==> src/pkg/diag_pkg.sv <==
package diag_pkg;
  // frame geometry
  localparam int FRAME_BITS = 16;
  localparam int BYTE_BITS  = 8;
  localparam int CNT_W      = 5;
  localparam logic [CNT_W-1:0] CNT_FRAME = 5'h10;
  localparam logic [CNT_W-1:0] CNT_BYTE  = 5'h08;
  localparam logic [CNT_W-1:0] CNT_OVER  = 5'h11;
  localparam logic [CNT_W-1:0] CNT_ZERO  = 5'h00;
  localparam logic [CNT_W-1:0] CNT_ONE   = 5'h01;

  // address byte layout: bit 7 selects clear, bits 6..0 the register
  localparam int OP_BIT   = 15;
  localparam int ADDR_HI  = 14;
  localparam int ADDR_LO  = 8;
  localparam logic [6:0] STATUS_ADDR = 7'h19;

  // global status byte layout
  localparam int SPI_ERR_BIT = 7;
  localparam int LOAD_BIT    = 6;
  localparam int UV_BIT      = 5;
  localparam int OV_BIT      = 4;
  localparam int NO_POWER_UP_FLAG_BIT    = 3;
  localparam int TSD_BIT     = 2;
  localparam int TPW_BIT     = 1;
  localparam logic [7:0] STATUS_RESET = 8'h00;
  localparam logic [7:0] NO_POWER_UP_FLAG_MASK    = 8'h08;

  // power outputs and monitored pins
  localparam int LOAD_N = 12;
  localparam int PIN_W  = 3 + 4 + 2 * LOAD_N;
  localparam logic [PIN_W-1:0] PIN_INIT = 31'h2000_0000;

  // frame state
  typedef enum logic {ST_IDLE, ST_FRAME} frame_state_t;
endpackage

==> src/design/input_sync.sv <==
`timescale 1ns/100ps
module input_sync #(
  parameter int            W    = 1,
  parameter logic [W-1:0]  INIT = '0
) (
  // clock and reset
  input  wire logic         clock,
  input  wire logic         rst,
  // raw pins and filtered result
  input  wire logic [W-1:0] din,
  output logic      [W-1:0] dout
);
  logic [W-1:0] ff1_reg;
  logic [W-1:0] ff2_reg;
  logic [W-1:0] ff3_reg;
  logic [W-1:0] dout_next;

  // a bit moves only once stages two and three agree
  always_comb begin
    dout_next = (ff2_reg & ~(ff2_reg ^ ff3_reg)) | (dout & (ff2_reg ^ ff3_reg));
  end

  // three stages; first is only read by the second
  always_ff @(posedge clock) begin
    if (rst) begin
      ff1_reg <= INIT;
      ff2_reg <= INIT;
      ff3_reg <= INIT;
      dout    <= INIT;
    end else begin
      ff1_reg <= din;
      ff2_reg <= ff1_reg;
      ff3_reg <= ff2_reg;
      dout    <= dout_next;
    end
  end
endmodule

==> src/design/global_diag_status_bank.sv <==
// Contract
// - all status bits read zero after reset.
// - a frame is sixteen bits: address byte, then data byte.
// - address bit 7 low reads the register without changing it.
// - address bit 7 high clears the addressed register as a byte.
// - latched flags never clear by themselves, only by command.
// - bit 7 latches on a bad frame length.
// - bit 6 reads the OR of all latched load faults.
// - overcurrent latches the fault and keeps that output off.
// - bit 5 latches undervoltage; all outputs off while set.
// - bit 4 latches overvoltage; all outputs off while set.
// - bit 3 reads zero after power-up reset, one once a clear command has run.
// - bit 2 latches thermal shutdown and disables all outputs.
// - bit 1 latches thermal pre-warning.
`timescale 1ns/100ps
module global_diag_status_bank (
  // clock and reset
  input  wire logic                        clock,
  input  wire logic                        rst,
  // spi pins
  input  wire logic                        sclk,
  input  wire logic                        cs_n,
  input  wire logic                        mosi,
  output logic                             miso,
  output logic                             miso_oe_n,
  // analogue monitors, asynchronous levels
  input  wire logic                        supply_uv,
  input  wire logic                        supply_ov,
  input  wire logic                        temp_shutdown,
  input  wire logic                        temp_prewarn,
  input  wire logic [diag_pkg::LOAD_N-1:0] open_load,
  input  wire logic [diag_pkg::LOAD_N-1:0] over_current,
  // per-output fault clear, same clock
  input  wire logic [diag_pkg::LOAD_N-1:0] load_fault_clear,
  // power stage switch-off
  output logic      [diag_pkg::LOAD_N-1:0] out_disable
);
  import diag_pkg::*;

  logic [PIN_W-1:0]  pins_raw;
  logic [PIN_W-1:0]  pins_s;
  logic              sclk_s;
  logic              cs_n_s;
  logic              mosi_s;
  logic              uv_s;
  logic              ov_s;
  logic              tsd_s;
  logic              tpw_s;
  logic [LOAD_N-1:0] ol_s;
  logic [LOAD_N-1:0] oc_s;

  // all pins come from outside the clock domain
  assign pins_raw = {sclk, cs_n, mosi, supply_uv, supply_ov,
                     temp_shutdown, temp_prewarn, open_load, over_current};

  input_sync #(
    .W    (PIN_W),
    .INIT (PIN_INIT)
  ) input_sync_i (
    .clock (clock),
    .rst   (rst),
    .din   (pins_raw),
    .dout  (pins_s)
  );

  assign {sclk_s, cs_n_s, mosi_s, uv_s, ov_s, tsd_s, tpw_s, ol_s, oc_s} =
    pins_s;

  // spi frame state
  frame_state_t     state_reg;
  frame_state_t     state_next;
  logic             sclk_q_reg;
  logic [CNT_W-1:0] cnt_reg;
  logic [CNT_W-1:0] cnt_next;
  logic [15:0]      rx_reg;
  logic [15:0]      rx_next;
  logic [7:0]       tx_reg;
  logic [7:0]       tx_next;
  logic             miso_next;
  logic             miso_oe_n_next;
  logic             frame_end;
  logic             rise;
  logic             fall;
  logic [7:0]       status_byte;
  logic [7:0]       reply;

  assign rise = sclk_s & ~sclk_q_reg;
  assign fall = ~sclk_s & sclk_q_reg;

  // second byte answers only for this register
  assign reply = (rx_reg[6:0] == STATUS_ADDR) ? status_byte : STATUS_RESET;

  // mode 0: sample on rise, shift out on fall
  always_comb begin
    state_next     = state_reg;
    cnt_next       = cnt_reg;
    rx_next        = rx_reg;
    tx_next        = tx_reg;
    miso_next      = miso;
    miso_oe_n_next = miso_oe_n;
    frame_end      = 1'b0;
    case (state_reg)
      ST_IDLE: begin
        if (!cs_n_s) begin
          state_next     = ST_FRAME;
          cnt_next       = CNT_ZERO;
          rx_next        = '0;
          miso_next      = status_byte[7];
          tx_next        = {status_byte[6:0], 1'b0};
          miso_oe_n_next = 1'b0;
        end
      end
      ST_FRAME: begin
        if (cs_n_s) begin
          state_next     = ST_IDLE;
          frame_end      = 1'b1;
          miso_next      = 1'b0;
          miso_oe_n_next = 1'b1;
        end else if (rise) begin
          rx_next = {rx_reg[14:0], mosi_s};
          // saturate so long frames still count as bad
          if (cnt_reg != CNT_OVER) begin
            cnt_next = cnt_reg + CNT_ONE;
          end
        end else if (fall) begin
          if (cnt_reg == CNT_BYTE) begin
            miso_next = reply[7];
            tx_next   = {reply[6:0], 1'b0};
          end else begin
            miso_next = tx_reg[7];
            tx_next   = {tx_reg[6:0], 1'b0};
          end
        end
      end
      default: begin
        state_next = ST_IDLE;
      end
    endcase
  end

  always_ff @(posedge clock) begin
    if (rst) begin
      state_reg  <= ST_IDLE;
      sclk_q_reg <= 1'b0;
      cnt_reg    <= CNT_ZERO;
      rx_reg     <= '0;
      tx_reg     <= STATUS_RESET;
      miso       <= 1'b0;
      miso_oe_n  <= 1'b1;
    end else begin
      state_reg  <= state_next;
      sclk_q_reg <= sclk_s;
      cnt_reg    <= cnt_next;
      rx_reg     <= rx_next;
      tx_reg     <= tx_next;
      miso       <= miso_next;
      miso_oe_n  <= miso_oe_n_next;
    end
  end

  // status flags and load latches
  logic              frame_bad;
  logic              clear_cmd;
  logic [7:0]        set_vec;
  logic [7:0]        flags_reg;
  logic [7:0]        flags_next;
  logic [LOAD_N-1:0] oc_reg;
  logic [LOAD_N-1:0] oc_next;
  logic [LOAD_N-1:0] ol_reg;
  logic [LOAD_N-1:0] ol_next;
  logic              lfs_reg;
  logic              lfs_next;
  logic [LOAD_N-1:0] out_disable_next;

  assign frame_bad = frame_end && (cnt_reg != CNT_FRAME);
  assign clear_cmd = frame_end && (cnt_reg == CNT_FRAME)
                     && rx_reg[OP_BIT]
                     && (rx_reg[ADDR_HI:ADDR_LO] == STATUS_ADDR);
  assign status_byte = flags_reg | ({7'h00, lfs_reg} << LOAD_BIT);

  // events win over a clear in the same cycle
  always_comb begin
    set_vec              = STATUS_RESET;
    set_vec[SPI_ERR_BIT] = frame_bad;
    set_vec[UV_BIT]      = uv_s;
    set_vec[OV_BIT]      = ov_s;
    set_vec[TSD_BIT]     = tsd_s;
    set_vec[TPW_BIT]     = tpw_s;
    // a plain read leaves the flags; only a clear drops them
    flags_next = flags_reg;
    if (clear_cmd) begin
      flags_next = NO_POWER_UP_FLAG_MASK;
    end
    flags_next = flags_next | set_vec;
    // load summary ignores the clear command
    oc_next  = (oc_reg & ~load_fault_clear) | oc_s;
    ol_next  = (ol_reg & ~load_fault_clear) | ol_s;
    lfs_next = |(oc_next | ol_next);
    // supply or thermal faults switch every output off
    out_disable_next = oc_next | {LOAD_N{flags_next[UV_BIT]
      | flags_next[OV_BIT] | flags_next[TSD_BIT]}};
  end

  // power-up reset is the only reset; no_power_up_flag then reads zero
  always_ff @(posedge clock) begin
    if (rst) begin
      flags_reg   <= STATUS_RESET;
      oc_reg      <= '0;
      ol_reg      <= '0;
      lfs_reg     <= 1'b0;
      out_disable <= '0;
    end else begin
      flags_reg   <= flags_next;
      oc_reg      <= oc_next;
      ol_reg      <= ol_next;
      lfs_reg     <= lfs_next;
      out_disable <= out_disable_next;
    end
  end
endmodule

==> config.mk <==
export PLATFORM = sky130hd
export DESIGN_NAME = global_diag_status_bank
export DESIGN_NICKNAME = d
export VERILOG_FILES = /design/src/pkg/diag_pkg.sv /design/src/design/input_sync.sv /design/src/design/global_diag_status_bank.sv
export SDC_FILE = /design/constraint.sdc
export NUM_CORES = 1
export LEC_CHECK = 0
export BUFFER_PORTS_ARGS = -buffer_cell sky130_fd_sc_hd__buf_2
export CAP_MARGIN = 20
export CORE_AREA = 2 2 151 153
export DETAILED_ROUTE_END_ITERATION = 10
export DIE_AREA = 0 0 153 155
export HOLD_SLACK_MARGIN = 0.1
export PLACE_DENSITY = 0.46
export SYNTH_ARGS = -nofsm -noshare
export SYNTH_HDL_FRONTEND = slang
export SYNTH_SLANG_ARGS = --single-unit
export TNS_END_PERCENT = 10
==> constraint.sdc <==
create_clock -name clock -period 4.6 [get_ports clock]
set_input_delay 0.92 -clock clock [delete_from_list [all_inputs] [get_ports clock]]
set_output_delay 0.92 -clock clock [all_outputs]
set_load 0.03 [all_outputs]
Yosys cells after proc, flatten, opt, wreduce, memory -nomap -nowiden
Index checks and enable logic that the tools add are counted.

word-level totals
  bits in registers = 202
  input port bits = 45
  output and inout bits = 14
  logic and storage cells = 92

cells by class
  add/subtract/negate cells = 1
  equality and inequality tests = 15
  multiplexer cells = 29
  bitwise operators = 21
  reductions and logical operators = 10

operators by type and width
  kind                 number
  $and 31x31->31       2
  $mux 8               7
  $mux 16              3
  $or 12x12->12        4
  $pmux 16 s2          1
  $not 31->31          1
  $or 31x31->31        1
  $xor 31x31->31       1
  $and 12x12->12       2
  $mux 5               4
  $pmux 8 s2           1
  $eq 7x5->1 const B   2
  $not 12->12          1
  $reduce_or 12->1     1
  $mux 1               10
  $ne 5x5->1 const B   2
  $pmux 5 s2           1
  $ne 2x1->1 const B   4
  $or 8x7->8           1
  $or 8x8->8           1
  $reduce_and 4->1     2
  $ne 2x2->1 const B   3
  $reduce_and 3->1     2
  $add 5x1->5 const B  1
  10 further kinds     18

Longest topological paths before layout
  depth in word-level cells = 10
  gate-level depth with buffers = 8
  depth with buffers taken out = 6

By module
Synthesis repeated with hierarchy kept, for this count alone.

second synthesis, totals
  cell total of the unflattened synthesis = 620
  area, all modules = 6518.8 um^2

modules (own cells, without submodules)
  module                   instances  cells each  area an instance (um^2)  sequential area each (um^2)
  input_sync               1          324         3654.8                   2482.4
  global_diag_status_bank  1          296         2864.0                   1481.4

Worst setup path before layout
OpenSTA, ideal clock, no wires.

  kind = input port to flip-flop
  start = input port load_fault_clear[10] (netlist bit)
  end = register lfs_reg
  library setup time = 0.125 ns
  arrival time = 1.803 ns
  data required time = 4.475 ns
  setup slack = 2.672 ns
  stages on the path = 4
  buffers on the path = 0
  cell sequence = inv_1 a2111oi_0 nand4_1 o41a_1

between the ends
  longest elaborated chain between the ends = 5
  elaborated cells between the ends (all ways) = 7
  those cells by class = bitwise (6); reduce/logical (1)

RTL lines
  element                            line                                                            source
  start: declaration                 global_diag_status_bank.sv:34                                   input wire logic [diag_pkg::LOAD_N-1:0] load_fault_clear,
  $not 12->12 *                      global_diag_status_bank.sv:196, global_diag_status_bank.sv:197
  $and 12x12->12 (on tied branches)  global_diag_status_bank.sv:196, global_diag_status_bank.sv:197
  $or 12x12->12 (on tied branches)   global_diag_status_bank.sv:196, global_diag_status_bank.sv:197
  $or 12x12->12 *                    global_diag_status_bank.sv:198                                  lfs_next = |(oc_next | ol_next);
  $reduce_or 12->1 *                 global_diag_status_bank.sv:198
  end signal: assignment             global_diag_status_bank.sv:216                                  lfs_reg <= lfs_next;
  end: declaration                   global_diag_status_bank.sv:171                                  logic lfs_reg;

Mark *: on every way between the ends. The rest lies on a longest branch, timed or not.
A chain may end at the register's enable or synchronous reset.

Worst setup path in the final report
  start = register state_reg
  end = register out_disable[1] (netlist bit)

between the ends
  longest elaborated chain between the ends = 9

RTL lines
  element                   line                            source
  start: declaration        global_diag_status_bank.sv:70   frame_state_t state_reg;
  start signal: assignment  global_diag_status_bank.sv:151  state_reg <= state_next;
  $mux 1 *                  global_diag_status_bank.sv:102  case (state_reg)
  $logic_and 1x1->1 *       global_diag_status_bank.sv:176  assign clear_cmd = frame_end && (cnt_reg == CNT_FRAME)
  $logic_and 1x1->1 *       global_diag_status_bank.sv:177  && rx_reg[OP_BIT]
  $logic_and 1x1->1 *       global_diag_status_bank.sv:178  && (rx_reg[ADDR_HI:ADDR_LO] == STATUS_ADDR);
  $mux 8 *                  global_diag_status_bank.sv:191  if (clear_cmd) begin
  $or 8x8->8 *              global_diag_status_bank.sv:194  flags_next = flags_next | set_vec;
  $or 1x1->1                global_diag_status_bank.sv:201  | flags_next[OV_BIT] | flags_next[TSD_BIT]}};
  $or 1x1->1 *              global_diag_status_bank.sv:201
  $or 12x12->12 *           global_diag_status_bank.sv:200  out_disable_next = oc_next | {LOAD_N{flags_next[UV_BIT]
  end signal: assignment    global_diag_status_bank.sv:217  out_disable <= out_disable_next;
  end: declaration          global_diag_status_bank.sv:36   output logic [diag_pkg::LOAD_N-1:0] out_disable

Marks and branches as above.

==> flow_summary.ini <==
[status]
status = finished clean

[clock_tree]
clkSinkCount = 198
cts_resized = 0
clock-root-buffer = clkbuf_16
cts_tree = yes
numCtsBuffers = 17
clkTransAtPathRegs_ns = 0.07
cts_setup_buffers = 0
clk_latency_ns = 0.42
ctsHoldBuffers = 0
htreeDepth = 4
clk_path_buf_depth = 2

[final_layout]
syn_to_final_growth_pct = 18.9
layout-drive-gt1-share = 0.152
utilization = 0.348
final.fill_count = 2249
nets = 753
antennaDiodeCount = 0
fin_cells = 1001

[floorplan]
row_count = 55
die-area_sq_um = 23700
die_h_um = 155
dieWidth_um = 153
core-area_sq_um = 22200
ios = 59
initial_core_util = 0.293

[timing]
finClkSkew_ns = 0.0118
max_freq_ghz = 0.342
rsz0062_at_grt = false
finalCritPeriodShare = 0.635
setup_violations = 0
period_needed_ns = 2.92
relSlewSlack = 0.363
worst_pin_slew_ns = 0.954
hold_viol = 0
finalMaxSlewViolations = 0
setup_tns_ns = 0

[critical_path]
crit_cells = 5
worstSetupEndpointType = register
worstPathRequired_ns = 4.86
r2r_slack_ns = 1.68
worstPathArrival_ns = 3.18
path_max_fanout = 28
worst-path-buf-inv = 0
slowest_delay_ns = 0.95
cp-start-kind = register
rr_worst_depth = 5
crit_type = reg2reg
cp_cell_sequence = ha_1 > nand2_1 > nand4b_4 > a2111oi_4 > a21oi_1
path_delay_family = compound AO/OA/AOI/OAI gates
crit_slowest_cell = dfxtp_1

[pwr]
ir_drop_v = 0.000212
p_int_uw = 2800
p_comb_frac = 0.027
sequentialPowerShare = 0.503
switching_share = 0.202
power_density_nw_per_um2 = 454
clockPowerShare = 0.470
p_leak_uw = 0.00292
switching_power_uw = 710

[drt]
drc = 0
drt_wl_total_mm = 12.5
firstDrtPassIters = 4
wire_per_inst_um = 12.4
antenna_left = 0
viasPerCell = 4.39
drt_iter0_markers = 257
num_vias = 4396

[yosys]
synth_nets = 702
async_flop_share = 0
synth_ff_type = dfxtp_1
synth_warnings = 0
synthTopCellsByArea = dfxtp_1 61%, nor2b_1 9.5%, a21oi_1 6.1%
synth_cell_types = 44
syn_inst = 652
netlist.area_leader.share = 0.609
synth_edf_count = 0
synth.avg_cell_area_sq_um = 9.98
synth_area_leader_cell = dfxtp_1
ys_seq_area_frac = 0.609
netlist_area_sq_um = 6510
synth_seq_cells = 198

[placed_design]
portBuffers = 58
post-dp-hpwl_mm = 8.53
place.gp.congestion = 0.770
place_inst = 969

[global_routing]
grt_usage = 0.110
grt_max_degree = 106
grt_pass1_wl_mm = 21.0
grt_pass1_vias = 4268
antenna_found_initial = 0
gr-total-overflow = 0

[run]
cap_violations = 0

[min_path]
hold_depth = 1
hp-class = reg2reg
[layer usage]
metal | share of wire | vias to the layer above | track usage
li1 | - | 2277 | -
met1 | 0.48 | 2049 | 0.144
met2 | 0.47 | 62 | 0.176
met3 | 0.037 | 8 | 0.0329
met4 | 0.011 | 0 | 0.0357
met5 | 0 | - | 0
[cell usage in the layout (no fill, tap or decap), types with 3 or more instances in the layout]
cell and count:
or2_2 3, nor2b_1 99, nor2_1 47, a221oi_1 5, inv_1 19, nand2_1 37, nand4_1 6, a21oi_2 10
bufinv_16 5, buf_2 57, ha_1 5, a2111oi_0 5, clkbuf_16 17, dfxtp_1 198, o21ai_0 36, nand2b_1 18
nand3_1 18, a21oi_1 79, inv_6 3, nor3_1 5
[through the flow]
| step | total power (uW) | worst slack [ns] | hold slack (ns) | area (sq um) |
|---|---|---|---|---|
| 6_report | 3510 | 1.68 | 0.411 | 7730 |
| 5_1_grt | 3660 | 1.32 | 0.429 | 7730 |
| 4_1_cts | 3570 | 1.63 | 0.413 | 7730 |
| 3_5_place_dp | 1900 | 1.64 | 0.396 | 7070 |
| 3_3_place_gp | 1900 | 1.76 | 0.398 | 7070 |
| 2_1_floorplan | 1860 | 2.67 | 0.389 | 6510 |
[logic make-up (layout without fill, tap and decap cells)]
logic type / Yosys count / in the layout / share of synthesized area
mux: 1 / 1 / 0.00154
xor+xnor: 2 / 2 / 0.00269
flops: 198 / 198 / 0.609
simple gates: 249 / 249 / 0.211
buf+inv: 48 / 112 / 0.0300
fa+ha+maj: 5 / 5 / 0.00962
compound gates: 149 / 149 / 0.136
[worst paths after layout]
check | from | to
setup / recovery | state_reg$_SDFF_PP0_ | out_disable[1]$_SDFF_PP0_
hold / removal | input_sync_i.ff1_reg[29]$_SDFF_PP1_ | input_sync_i.ff2_reg[29]$_SDFF_PP1_
setup reg to reg | state_reg$_SDFF_PP0_ | out_disable[1]$_SDFF_PP0_
hold reg to reg | input_sync_i.ff1_reg[29]$_SDFF_PP1_ | input_sync_i.ff2_reg[29]$_SDFF_PP1_
[layout make-up]
cell class                      count  area [sq um]  share of cell area
Multi-Input combinational cell    406          2350               0.303
Clock inverter                     11           208              0.0269
Clock buffer                       21           460              0.0595
Timing Repair Buffer               60           324              0.0419
Tap cell                          285           357              0.0461
Sequential cell                   198          3960               0.512
Inverter                           20          75.1             0.00971
[Yosys cell counts, drive strengths merged, types with 4 or more instances]
library cell / instances
nand3: 18
nand2: 37
ha: 5
nand2b: 18
inv: 20
a2111oi: 8
o21ai: 38
a221oi: 5
or2: 4
nor2: 47
nor3: 5
a21oi: 89
clkbuf: 26
dfxtp: 198
nand4: 6
nor2b: 99
[power groups by stage]
| stage | clock network (uW) | logic [uW] | registers (uW) |
|---|---|---|---|
| 2_1_floorplan | 0 | 56.9 | 1800 |
| 3_3_place_gp | 0 | 94.0 | 1810 |
| 3_5_place_dp | 0 | 95.7 | 1810 |
| 4_1_cts | 1710 | 95.8 | 1770 |
| 5_1_grt | 1790 | 105 | 1770 |
| 6_report | 1650 | 93.0 | 1770 |
Note: power is estimated with default switching activity, not from simulation.
